`config.mk`:
```
export PLATFORM = sky130hd
export DESIGN_NAME = sacc_ctrl
export DESIGN_NICKNAME = d
export VERILOG_FILES = /design/src/core/sacc_pkg.sv /design/src/core/sacc_sar.sv /design/src/core/sacc_buf.sv /design/src/core/sacc_ctrl.sv
export VERILOG_INCLUDE_DIRS = /design/src /design/src/core
export SDC_FILE = /design/constraint.sdc
export NUM_CORES = 1
export LEC_CHECK = 0
export ABC_AREA = 1
export BUFFER_PORTS_ARGS = -buffer_cell sky130_fd_sc_hd__buf_4
export CAP_MARGIN = 5
export CORE_AREA = 2 2 112 114
export DETAILED_ROUTE_END_ITERATION = 7
export DIE_AREA = 0 0 114 116
export GPL_ROUTABILITY_DRIVEN = 0
export GPL_TIMING_DRIVEN = 0
export HOLD_SLACK_MARGIN = 0.02
export PLACE_DENSITY_LB_ADDON = 0.2
export SETUP_SLACK_MARGIN = 0.2
export SYNTH_ARGS = -nofsm -noshare
export SYNTH_HDL_FRONTEND = slang
export SYNTH_SLANG_ARGS = --single-unit
```
`constraint.sdc`:
```
create_clock -name mclk -period 1.7 [get_ports mclk]
set_input_delay 0.34 -clock mclk [delete_from_list [all_inputs] [get_ports mclk]]
set_output_delay 0.34 -clock mclk [all_outputs]
set_load 0.02 [all_outputs]
```
`src/core/sacc_defs.svh`:
```
// Purpose: timing and width constants for the SAR conversion control
// Assumes: mclk at 125 MHz
// Notes:   cycle counts are derived from the printed times and rates
`ifndef SACC_DEFS_SVH
`define SACC_DEFS_SVH
`define SACC_RES_W       12
`define SACC_CLK_MHZ     125
`define SACC_WAKE_US     10
`define SACC_WAKE_CYC    (`SACC_WAKE_US * `SACC_CLK_MHZ)
`define SACC_SEQ_MAX_MHZ 14
`define SACC_STEP_CYC    ((`SACC_CLK_MHZ + `SACC_SEQ_MAX_MHZ - 1) / `SACC_SEQ_MAX_MHZ)
`define SACC_MAX_KSPS    700
`define SACC_CONV_CYC    ((`SACC_CLK_MHZ * 1000 + `SACC_MAX_KSPS - 1) / `SACC_MAX_KSPS)
`define SACC_SAMPLE_NS   32
`define SACC_SAMPLE_CYC  ((`SACC_SAMPLE_NS * `SACC_CLK_MHZ + 999) / 1000)
`endif

```
`src/core/sacc_pkg.sv`:
```
// Purpose: shared types of the SAR conversion control
// Assumes: constants come from sacc_defs.svh
// Notes:   result word travels as one packed struct
`include "sacc_defs.svh"
package sacc_pkg;
  // -----------------------------------------
  // Controller states
  // -----------------------------------------
  typedef enum logic [2:0] {
    ST_WAKE   = 3'h0,
    ST_IDLE   = 3'h1,
    ST_SAMPLE = 3'h2,
    ST_STEP   = 3'h3,
    ST_STORE  = 3'h4
  } sacc_state_t;

  // -----------------------------------------
  // Result word
  // -----------------------------------------
  typedef struct packed {
    logic                   cont;
    logic [`SACC_RES_W-1:0] code;
  } sacc_result_t;
endpackage

```
`src/core/sacc_sar.sv`:
```
// Purpose: binary search register driving the internal DAC
// Assumes: cmp_above high while sampled input >= DAC level
// Notes:   one result bit per step, MSB first
`timescale 1ns/1ps
`include "sacc_defs.svh"
module sacc_sar #(
  parameter int unsigned W        = `SACC_RES_W,
  parameter int unsigned STEP_CYC = `SACC_STEP_CYC
) (
  input  wire logic         mclk,
  input  wire logic         reset_n,
  input  wire logic         start,
  input  wire logic         abort,
  input  wire logic         cmp_above,
  output logic [W-1:0]      dac_code,
  output logic              done
);
  import sacc_pkg::*;
  localparam int unsigned TW = $clog2(STEP_CYC + 1);

  logic [W-1:0]  code_q;
  logic [W-1:0]  mask_q;
  logic [TW-1:0] tick_q;
  logic          done_q;
  wire  [W-1:0]  code_nxt;
  wire           step = (|mask_q) && (tick_q == '0);

  // -----------------------------------------
  // Per-bit trial decision
  // -----------------------------------------
  genvar i;
  generate
    for (i = 0; i < W; i++)
    begin : g_bit
      if (i == W - 1)
      begin : g_top
        assign code_nxt[i] = mask_q[i] ? cmp_above : code_q[i];
      end
      else
      begin : g_low
        // Keep the trial bit if input sits at or above DAC
        assign code_nxt[i] = mask_q[i] ? cmp_above : (code_q[i] | mask_q[i+1]);
      end
    end
  endgenerate

  // Step timer keeps the sequencing rate at or under its limit
  always_ff @(posedge mclk)
  begin
    if (!reset_n || abort)
    begin
      code_q <= '0;
      mask_q <= '0;
      tick_q <= '0;
      done_q <= 1'b0;
    end
    else if (start)
    begin
      code_q <= {1'b1, {(W-1){1'b0}}};
      mask_q <= {1'b1, {(W-1){1'b0}}};
      tick_q <= TW'(STEP_CYC - 1);
      done_q <= 1'b0;
    end
    else
    begin
      done_q <= step && mask_q[0];
      if (step)
      begin
        code_q <= code_nxt;
        mask_q <= mask_q >> 1;
        tick_q <= TW'(STEP_CYC - 1);
      end
      else if (|mask_q)
        tick_q <= tick_q - 1'b1;
    end
  end

  assign dac_code = code_q;
  assign done     = done_q;
endmodule // sacc_sar

```
`src/core/sacc_buf.sv`:
```
// Purpose: two-entry result buffer with valid/ready on both sides
// Assumes: single clock
// Notes:   read-side outputs come straight from the head register; in_ready comes from the tail valid register
`timescale 1ns/1ps
module sacc_buf #(
  parameter int unsigned W = 13
) (
  input  wire logic         mclk,
  input  wire logic         reset_n,
  input  wire logic         in_valid,
  output logic              in_ready,
  input  wire logic [W-1:0] in_data,
  output logic              out_valid,
  input  wire logic         out_ready,
  output logic [W-1:0]      out_data
);
  import sacc_pkg::*;
  logic [W-1:0] head_q;
  logic [W-1:0] tail_q;
  logic         head_v_q;
  logic         tail_v_q;

  // Handshake decode
  wire push = in_valid && !tail_v_q;
  wire pop  = head_v_q && out_ready;

  // Head refills from tail first so words stay in order
  always_ff @(posedge mclk)
  begin
    if (!reset_n)
    begin
      head_q   <= '0;
      tail_q   <= '0;
      head_v_q <= 1'b0;
      tail_v_q <= 1'b0;
    end
    else if (pop)
    begin
      head_q   <= tail_v_q ? tail_q : in_data;
      head_v_q <= tail_v_q || push;
      tail_v_q <= 1'b0;
    end
    else if (push && !head_v_q)
    begin
      head_q   <= in_data;
      head_v_q <= 1'b1;
    end
    else if (push)
    begin
      tail_q   <= in_data;
      tail_v_q <= 1'b1;
    end
  end

  assign in_ready  = !tail_v_q;
  assign out_valid = head_v_q;
  assign out_data  = head_q;
endmodule // sacc_buf

```
`src/core/sacc_ctrl.sv`:
```
// Purpose: conversion control of a 12-bit successive approximation converter
// Assumes: comparator output is settled and sampled on mclk
// Notes:   start bit is a one-cycle pulse; frame start is an async pin
//
// Functional notes
// - Start conversion on software start bit or frame-start trigger.
// - Continuous operation works with frame-start trigger left unconnected.
// - Wait 10 us after power-up or wake before first start.
// - On completion set status bit; end-of-frame stays high until read.
// - End-of-frame serves interrupt or DMA; reading the result clears it (code keeps it high if another word is waiting).
// - Single-conversion select picks continuous or one conversion per trigger.
// - Continuous results move by DMA without CPU help between samples.
// - Binary search against internal DAC, one bit per step, MSB first.
// - Result is 12 bits, throughput at most 700 ksps.
`timescale 1ns/1ps
`include "sacc_defs.svh"
module sacc_ctrl #(
  parameter int unsigned RES_W      = `SACC_RES_W,
  parameter int unsigned WAKE_CYC   = `SACC_WAKE_CYC,
  parameter int unsigned STEP_CYC   = `SACC_STEP_CYC,
  parameter int unsigned CONV_CYC   = `SACC_CONV_CYC,
  parameter int unsigned SAMPLE_CYC = `SACC_SAMPLE_CYC
) (
  input  wire logic                 mclk,
  input  wire logic                 reset_n,
  input  wire logic                 sw_start,
  input  wire logic                 frame_start_pin,
  input  wire logic                 single_conversion_select,
  input  wire logic                 wake_pulse,
  input  wire logic                 cmp_above,
  input  wire logic                 result_read,
  output logic                      sample_hold,
  output logic [RES_W-1:0]          dac_code,
  output logic                      busy,
  output logic                      start_ready,
  output logic                      status_done,
  output logic                      eof,
  output sacc_pkg::sacc_result_t    result
);
  import sacc_pkg::*;
  localparam int unsigned WW = $clog2(WAKE_CYC + 1);
  localparam int unsigned PW = $clog2(CONV_CYC + 1);
  localparam int unsigned SW = $clog2(SAMPLE_CYC + 1);

  // ------------------------------------------------
  // Declarations
  // ------------------------------------------------
  sacc_state_t   state_q;
  sacc_state_t   state_d;
  logic [2:0]    fsync_q;
  logic          frame_lvl_q;
  logic [WW-1:0] wake_cnt_q;
  logic [PW-1:0] pace_cnt_q;
  logic [SW-1:0] samp_cnt_q;
  logic          run_cont_q;
  logic          pend_q;
  logic          status_q;
  logic          sample_hold_q;
  logic          busy_q;
  logic          ready_q;
  logic          sar_done;
  logic          buf_in_ready;
  logic          buf_out_valid;
  logic [RES_W-1:0] sar_code;
  sacc_result_t  buf_in;
  sacc_result_t  buf_out;

  // ------------------------------------------------
  // Frame-start pin synchroniser
  // ------------------------------------------------
  // Three stages; level accepted once stages two and three agree
  always_ff @(posedge mclk)
  begin
    if (!reset_n)
    begin
      fsync_q     <= 3'h0;
      frame_lvl_q <= 1'b0;
    end
    else
    begin
      fsync_q <= {fsync_q[1:0], frame_start_pin};
      if (fsync_q[1] == fsync_q[2])
        frame_lvl_q <= fsync_q[2];
    end
  end

  // ------------------------------------------------
  // Request decode
  // ------------------------------------------------
  wire frame_rise = (fsync_q[1] == fsync_q[2]) && fsync_q[2] && !frame_lvl_q;
  wire trig       = sw_start || frame_rise;
  wire wake_done  = (wake_cnt_q == '0);
  wire pace_ok    = (pace_cnt_q == '0);
  wire cont_go    = run_cont_q && !single_conversion_select;
  wire in_idle    = (state_q == ST_IDLE);
  wire start_now  = in_idle && pace_ok && (pend_q || trig || cont_go) && !wake_pulse;
  wire samp_end   = (state_q == ST_SAMPLE) && (samp_cnt_q == '0);
  wire sar_start  = samp_end && !wake_pulse;
  wire store_vld  = (state_q == ST_STORE);
  wire push       = store_vld && buf_in_ready;
  wire pop        = buf_out_valid && result_read;

  // ------------------------------------------------
  // Next state
  // ------------------------------------------------
  always_comb
  begin
    state_d = state_q;
    case (state_q)
      ST_WAKE:   state_d = wake_done ? ST_IDLE : ST_WAKE;
      ST_IDLE:   state_d = start_now ? ST_SAMPLE : ST_IDLE;
      ST_SAMPLE: state_d = samp_end ? ST_STEP : ST_SAMPLE;
      ST_STEP:   state_d = sar_done ? ST_STORE : ST_STEP;
      // stall while buffer full, no word lost
      ST_STORE:  state_d = buf_in_ready ? ST_IDLE : ST_STORE;
      default:   state_d = ST_WAKE;
    endcase
    if (wake_pulse)
      state_d = ST_WAKE;
  end

  // ------------------------------------------------
  // State and timing counters
  // ------------------------------------------------
  // power-up wait count
  always_ff @(posedge mclk)
  begin
    if (!reset_n)
    begin
      state_q    <= ST_WAKE;
      wake_cnt_q <= WW'(WAKE_CYC - 1);
    end
    else
    begin
      state_q <= state_d;
      if (wake_pulse)
        wake_cnt_q <= WW'(WAKE_CYC - 1);
      else if (!wake_done)
        wake_cnt_q <= wake_cnt_q - 1'b1;
    end
  end

  always_ff @(posedge mclk)
  begin
    if (!reset_n)
    begin
      pace_cnt_q <= '0;
      samp_cnt_q <= '0;
    end
    else
    begin
      if (start_now)
        pace_cnt_q <= PW'(CONV_CYC - 1);
      else if (!pace_ok)
        pace_cnt_q <= pace_cnt_q - 1'b1;
      if (start_now)
        samp_cnt_q <= SW'(SAMPLE_CYC - 1);
      else if (state_q == ST_SAMPLE && samp_cnt_q != '0)
        samp_cnt_q <= samp_cnt_q - 1'b1;
    end
  end

  // ------------------------------------------------
  // Mode and pending request
  // ------------------------------------------------
  // single select ends a continuous run
  always_ff @(posedge mclk)
  begin
    if (!reset_n)
    begin
      run_cont_q <= 1'b0;
      pend_q     <= 1'b0;
    end
    else
    begin
      if (wake_pulse || single_conversion_select)
        run_cont_q <= 1'b0;
      else if (start_now)
        run_cont_q <= 1'b1;
      if (wake_pulse || start_now)
        pend_q <= 1'b0;
      else if (trig && in_idle)
        pend_q <= 1'b1;
    end
  end

  // ------------------------------------------------
  // Status and registered outputs
  // ------------------------------------------------
  // done flag; a new result beats the clear
  always_ff @(posedge mclk)
  begin
    if (!reset_n)
    begin
      status_q      <= 1'b0;
      sample_hold_q <= 1'b0;
      busy_q        <= 1'b0;
      ready_q       <= 1'b0;
    end
    else
    begin
      status_q      <= push || (status_q && !pop);
      sample_hold_q <= (state_d == ST_SAMPLE);
      busy_q        <= (state_d == ST_SAMPLE) || (state_d == ST_STEP) || (state_d == ST_STORE);
      ready_q       <= (state_d == ST_IDLE);
    end
  end

  // ------------------------------------------------
  // Search engine and result buffer
  // ------------------------------------------------
  // binary search engine
  sacc_sar #(
    .W        (RES_W),
    .STEP_CYC (STEP_CYC)
  ) u_sar (
    .mclk      (mclk),
    .reset_n   (reset_n),
    .start     (sar_start),
    .abort     (wake_pulse),
    .cmp_above (cmp_above),
    .dac_code  (sar_code),
    .done      (sar_done)
  );

  // One driver for the whole word, mode flag above the code
  assign buf_in = {run_cont_q, sar_code};

  // read of result pops the buffer
  sacc_buf #(
    .W ($bits(sacc_result_t))
  ) u_buf (
    .mclk      (mclk),
    .reset_n   (reset_n),
    .in_valid  (store_vld),
    .in_ready  (buf_in_ready),
    .in_data   (buf_in),
    .out_valid (buf_out_valid),
    .out_ready (result_read),
    .out_data  (buf_out)
  );

  // Output wiring, all from flip-flops
  assign sample_hold = sample_hold_q;
  assign dac_code    = sar_code;
  assign busy        = busy_q;
  assign start_ready = ready_q;
  assign status_done = status_q;
  assign eof         = buf_out_valid;
  assign result      = buf_out;

  // ------------------------------------------------
  // Assertions
  // ------------------------------------------------
  AST_WAKE_HOLD: assert property (@(posedge mclk) disable iff (!reset_n)
    wake_pulse |=> (state_q == ST_WAKE) && !sample_hold && (wake_cnt_q == WW'(WAKE_CYC - 1)))
    else $error("wake did not restart power-up wait");

  AST_WAKE_FIRST: assert property (@(posedge mclk) disable iff (!reset_n)
    $rose(sample_hold) |-> wake_done && $past(state_q) == ST_IDLE)
    else $error("sampling began before power-up wait");

  AST_SW_START: assert property (@(posedge mclk) disable iff (!reset_n)
    (in_idle && pace_ok && sw_start && !wake_pulse) |=> sample_hold ##0 busy)
    else $error("software start not taken");

  AST_FRAME_START: assert property (@(posedge mclk) disable iff (!reset_n)
    (in_idle && pace_ok && frame_rise && !wake_pulse) |=> (state_q == ST_SAMPLE))
    else $error("frame start not taken");

  AST_CONT_RUN: assert property (@(posedge mclk) disable iff (!reset_n)
    (in_idle && pace_ok && cont_go && !wake_pulse) |=> (state_q == ST_SAMPLE))
    else $error("continuous run did not restart");

  AST_SINGLE_STOP: assert property (@(posedge mclk) disable iff (!reset_n)
    (single_conversion_select && !pend_q && !trig && in_idle) |=> in_idle || state_q == ST_WAKE)
    else $error("single mode converted without trigger");

  AST_DONE_FLAGS: assert property (@(posedge mclk) disable iff (!reset_n)
    push |=> status_done ##0 eof)
    else $error("completion flags not raised");

  AST_EOF_HOLD: assert property (@(posedge mclk) disable iff (!reset_n)
    (eof && !result_read) |=> eof && $stable(result))
    else $error("end of frame dropped before read");

  AST_STALL: assert property (@(posedge mclk) disable iff (!reset_n)
    (store_vld && !buf_in_ready && !wake_pulse) |=> store_vld && $stable(dac_code))
    else $error("result lost under back-pressure");

  AST_MSB_FIRST: assert property (@(posedge mclk) disable iff (!reset_n)
    sar_start |=> dac_code == {1'b1, {(RES_W-1){1'b0}}})
    else $error("search did not begin at the top bit");

  AST_PACE: assert property (@(posedge mclk) disable iff (!reset_n)
    $rose(sample_hold) |=> !pace_ok [*2])
    else $error("conversion spacing not enforced");

  AST_NO_RESTART: assert property (@(posedge mclk) disable iff (!reset_n)
    (state_q == ST_STEP && trig && !wake_pulse) |=> state_q inside {ST_STEP, ST_STORE})
    else $error("start during conversion disturbed it");
endmodule // sacc_ctrl

```
## Word level (Yosys, flattened, before mapping)

Index checks and enable logic that the tools add are counted.
Widths: inputs -> output; s select.

- Output and inout bits: 30
- Logic and storage cells: 143
- Flip-flop bits (word level): 92
- Input bits: 8

- Bitwise gates (word level): 14
- Add/subtract/negate cells: 4
- Reduce and logical (&&, ||, !) cells: 55
- Multiplexer cells: 35
- Equality and inequality tests: 10

Operators with widths:

| cell | number |
|---|---|
| $mux 12 | 4 |
| $mux 13 | 3 |
| $logic_and 1x1->1 | 16 |
| $mux 1 | 16 |
| $mux 8 | 2 |
| $pmux 3 s5 | 1 |
| $eq 3x2->1 const B | 4 |
| $mux 4 | 3 |
| $reduce_or 12->1 | 1 |
| $reduce_or 2->1 | 6 |
| $logic_not 11->1 | 1 |
| $or 1x1->1 | 11 |
| $sub 11x1->11 const B | 1 |
| $logic_or 1x1->1 | 10 |
| $mux 3 | 3 |
| $logic_not 8->1 | 1 |
| $reduce_bool 2->1 | 4 |
| $sub 8x1->8 const B | 1 |
| $logic_not 1->1 | 7 |
| $eq 3x1->1 const B | 2 |
| $eq 3x3->1 const B | 2 |
| $logic_not 3->1 | 2 |
| $mux 2 | 3 |
| $reduce_bool 3->1 | 2 |
| other kinds (9) | 12 |

## Longest topological paths before layout

- Depth in word-level cells: 14
- Mapped depth: 11
- Mapped depth without buffers: 10

## Hierarchy

Synthesis repeated with hierarchy kept, for this count alone.

- Cell total of the unflattened synthesis: 592
- Area total of the unflattened synthesis: 4,280.4 µm²

By module, submodules not included:

| module | cells an instance | times used | area an instance (µm²) | sequential area each (µm²) |
|---|---|---|---|---|
| sacc_ctrl | 221 | 1 | 1,669.1 | 700.7 |
| sacc_buf | 197 | 1 | 1,325.0 | 560.5 |
| sacc_sar | 174 | 1 | 1,286.2 | 580.6 |

## Worst setup path before layout

No wires, ideal clock.

- Path type: register to register
- From: register u_sar.tick_q[0]
- To: register u_sar.code_q[4], in the netlist u_sar.dac_code[4]
- Library setup time: 0.110 ns
- Stages on the path, launching flop included: 10
- Arrival time: 1.423 ns
- Required time: 1.590 ns
- Setup slack: 0.167 ns
- Path buffers: 1
- Period minus slack after synthesis: 1.533 ns
- Cell sequence: dfxtp_1 > inv_1 > ha_1 > nor3b_2 > nand2_4 > buf_6 > nor2_1 > nand2_1 > nand3_1 > inv_1

- Cells in the longest elaborated chain, start to end: 2

Ends and longest elaborated chain:

| item | RTL line | RTL |
|---|---|---|
| from (decl) | sacc_sar.sv:23 | `logic [TW-1:0] tick_q;` |
| from (signal assigned) | sacc_sar.sv:61 | `tick_q <= TW'(STEP_CYC - 1);` |
| from (signal assigned) | sacc_sar.sv:71 | `tick_q <= TW'(STEP_CYC - 1);` |
| from (signal assigned) | sacc_sar.sv:74 | `tick_q <= tick_q - 1'b1;` |
| $logic_not 4->1 | sacc_sar.sv:26 | `wire step = (\|mask_q) && (tick_q == '0);` |
| $logic_and 1x1->1 | sacc_sar.sv:26 |  |
| to (signal assigned) | sacc_sar.sv:59 | `code_q <= {1'b1, {(W-1){1'b0}}};` |
| to (signal assigned) | sacc_sar.sv:69 | `code_q <= code_nxt;` |
| to (decl) | sacc_sar.sv:21 | `logic [W-1:0] code_q;` |

Every way passes these cells.
A chain may end at the register's enable or synchronous reset.

## Worst setup path after layout

- From: register u_sar.tick_q[1]
- To: register u_sar.code_q[4], in the netlist u_sar.dac_code[4]

Same word-level chain as after synthesis.

==> flow_summary_export.csv <==
group,metric,value,unit
timing,fin_ws,0.2312,ns
power,p_leak,2.196,nW
drt,routedWlPerCell,13.60,µm
power,powerDensity,926.9,mW/mm²
placement,portBuffers,37,
placement,pre_cts_ws,-0.004694,ns
timing,setup-tns-final,0,ns
yosys,dominantRegCellSynth,"dfxtp_1",
global_routing,overflow,0,
worst_setup_path,required,1.95,ns
yosys,syn-instance-count,534,
worst_setup_path,worstPathArrival,1.72,ns
global_routing,grt_pass1_wl,16500,µm
finish,antenna_cells,0,
finish,ff_latch_area,0.001851,mm²
timing,tightest_slew,0.5713,ns
timing,drv_slew,0,
power,total_power,0.004933,W
drt,num_vias,3713,
worst_setup_path,end_kind,"flip-flop",
clocking,cts_hold_repair.buffers,0,
worst_setup_path,critical_path.startpoint,"u_sar.tick_q[1]$_SDFFE_PP0P_",
clocking,cts_buffer_depth,2,
finish,multi_input_area,0.002113,mm²
drt,dr.pass1.iters,4,
timing,period_needed,1.469,ns
yosys,synth_edf_count,0,
global_routing,grt_antenna_before_repair,0,
finish,nFillCells,1192,
clocking,clock-root-buffer,"clkbuf_16",
timing,min_period_over_period,86.40,%
drt,antenna_left,0,
yosys,ys_ff_latch,92,
run,max_cap_violations,0,
worst_setup_path,critical_path_peak_fanout,5,
clocking,clkLatencyLatePin,0.34,ns
drt,wirelength,10320,µm
floorplanning,core,0.01191,mm²
drt,via_per_inst,4.892,
worst_setup_path,critPathKind,"reg2reg",
timing,setup_violations,0,
floorplanning,rows,40,
floorplanning,die_height,116,µm
outcome,status,"finished clean",
clocking,cts_sinks,92,
global_routing,grt_start_max_net_pins,15,
timing,slew_headroom,61.91,%
finish,final_nets,622,
clocking,cts_tree,"built",
drt,route.detailed.drc,0,
yosys,synth_nets,549,
floorplanning,io_pins,38,
yosys,syn_avg_cell_area,7.737,µm²
worst_setup_path,critPathLaunchType,"flip-flop",
timing,rsz0062_at_grt,"true",
finish,syn_to_final_growth,28.80,%
min_path,hp-class,"in2reg",
finish,drive_above_1_share,29.58,%
clocking,cts_max_level,3,
timing,fmax,680.8,MHz
floorplanning,start_util,34.68,%
worst_setup_path,r2r_start,"u_sar.tick_q[1]$_SDFFE_PP0P_",
timing,hold_violations,0,
global_routing,track_usage,15.88,%
drt,drt_iter0_markers,212,
global_routing,first_global_vias,3413,
timing,clock_skew,0.007017,ns
yosys,async_reset_ff_share,0,%
yosys,ys_warn_count,0,
clocking,cts_made_buffers,9,
floorplanning,die_area,0.01322,mm²
yosys,syn_area,0.004131,mm²
power,peakVddDrop,0.4082,mV
placement,place_hpwl,7031,µm
clocking,path_clk_slew,0.06,ns
min_path,min_from,"single_conversion_select",
floorplanning,die_w,114,µm
yosys,synth_seq_area_share,44.58,%
yosys,ys_types,42,
-- metrics by stage --
stage	hold slack (ns)	cell area, µm²	cells	utilization (%)
5_1_grt	0.1693	5321	759	44.67
3_3_place_gp	0.4036	4599	718	38.61
4_1_cts	0.1583	4996	742	41.94
6_report	0.1681	5321	759	44.67
2_1_floorplan	0.3905	4138	534	-
3_5_place_dp	0.4059	4599	718	38.61
-- final timing paths --
check	endpoint	slack, ns	cells after the start
max	u_sar.dac_code[4]$_SDFFE_PP0P_	0.23	10
min	run_cont_q$_SDFFE_PP0P_	0.17	2
max reg2reg	u_sar.dac_code[4]$_SDFFE_PP0P_	0.23	10
min reg2reg	fsync_q[1]$_SDFF_PN0_	0.42	2
-- cells by family (layout without fill, tap and decap cells) --
logic type	count (synthesis)	in the layout	synth area share, %
AOI/OAI and AO/OA	107	107	14.02
buffers and inverters	86	164	9.237
adders and majority gates	7	7	2.120
and+or+nand+nor	232	232	27.92
xor gates and xnor gates	10	10	2.120
DFF	92	92	44.58
-- cell usage in the layout, fill, tap and decap left out, drive strengths merged, types with 2 or more instances in the layout --
cell type,netlist,layout
a211oi,2,2
nor3,12,12
nor3b,2,2
inv,67,67
o21ai,51,51
a31oi,14,14
clkinvlp,0,2
ha,7,7
nand4,9,9
nand3,30,30
dfxtp,92,92
nor2,74,74
a21oi,31,31
xor2,9,9
nand2,99,99
clkbuf,6,21
buf,12,71
or2,2,2
o21bai,5,5
clkinv,1,3
-- state kept, by name, indices dropped and copies added, names as in the netlist, 3 cells and up --
register	cells
u_sar.dac_code	12
pace_cnt_q	8
fsync_q	3
samp_cnt_q	3
u_buf.tail_q	13
u_sar.mask_q	12
wake_cnt_q	11
state_q	3
u_sar.tick_q	4
u_buf.out_data	13
-- final cells by class --
| cell class | instances | share of cell area (%) |
|---|---|---|
| buffer | 18 | 2.892 |
| inverter | 68 | 4.844 |
| clock inverter | 4 | 0.4703 |
| timing repair buffer | 62 | 9.217 |
| multi-input combinational | 356 | 39.71 |
| sequential | 92 | 34.78 |
| tap | 147 | 3.456 |
| clock buffer | 12 | 4.632 |
-- synth_stat cells, types with 2 or more instances --
library cell,count,area [µm²]
o21ai_1,36,180.2
nand2_2,6,37.54
nand4_1,9,56.30
nand2_4,3,33.78
a21oi_1,31,155.2
a31oi_1,14,87.58
o21ai_0,15,75.07
a211oi_1,2,15.01
xor2_1,9,78.83
nand3_1,28,140.1
buf_4,3,22.52
nor2_2,16,100.1
ha_1,7,87.58
dfxtp_1,92,1842
inv_1,57,214.0
o21bai_1,5,37.54
clkbuf_1,6,22.52
nand2_1,89,334.1
nand3_4,2,35.03
buf_2,5,25.02
nor3_1,12,60.06
inv_2,9,33.78
nor2_4,5,56.30
nor2_1,52,195.2
or2_2,2,12.51
buf_6,3,33.78
-- metal layers --
layer	global-route usage, %	wire length (µm)
met1	21.24	4772
met2	24.88	4812
met3	3.766	507
met4	6.179	230
met5	0	0
-- worst max-delay path: stages, from the launching register on --
cell       delay (ns)
dfxtp_2          0.32
inv_2            0.07
ha_4             0.13
nor3b_4          0.17
buf_6            0.15
nand2_8          0.07
clkbuf_16        0.17
nor2_4           0.11
nand2_1          0.06
nand3_1          0.08
inv_1            0.04
-- power by group --
part | total (W) | leakage (nW) | switching [W] | internal [W]
combinational | 0.000737 | 1.32 | 0.000452 | 0.000285
clock | 0.00186 | 0.129 | 0.000838 | 0.00103
sequential | 0.00233 | 0.747 | 0.0000800 | 0.00225
total | 0.00493 | 2.20 | 0.00137 | 0.00356
-- repair_timing --
action	in CTS	in global routing
endpoints found under the hold margin	0	0
setup endpoints to repair	48	64
setup buffers	8	16
resized for setup	21	55
pin swaps	7	15
cloned	0	1
No activity file was read; power rests on OpenSTA's default activity.
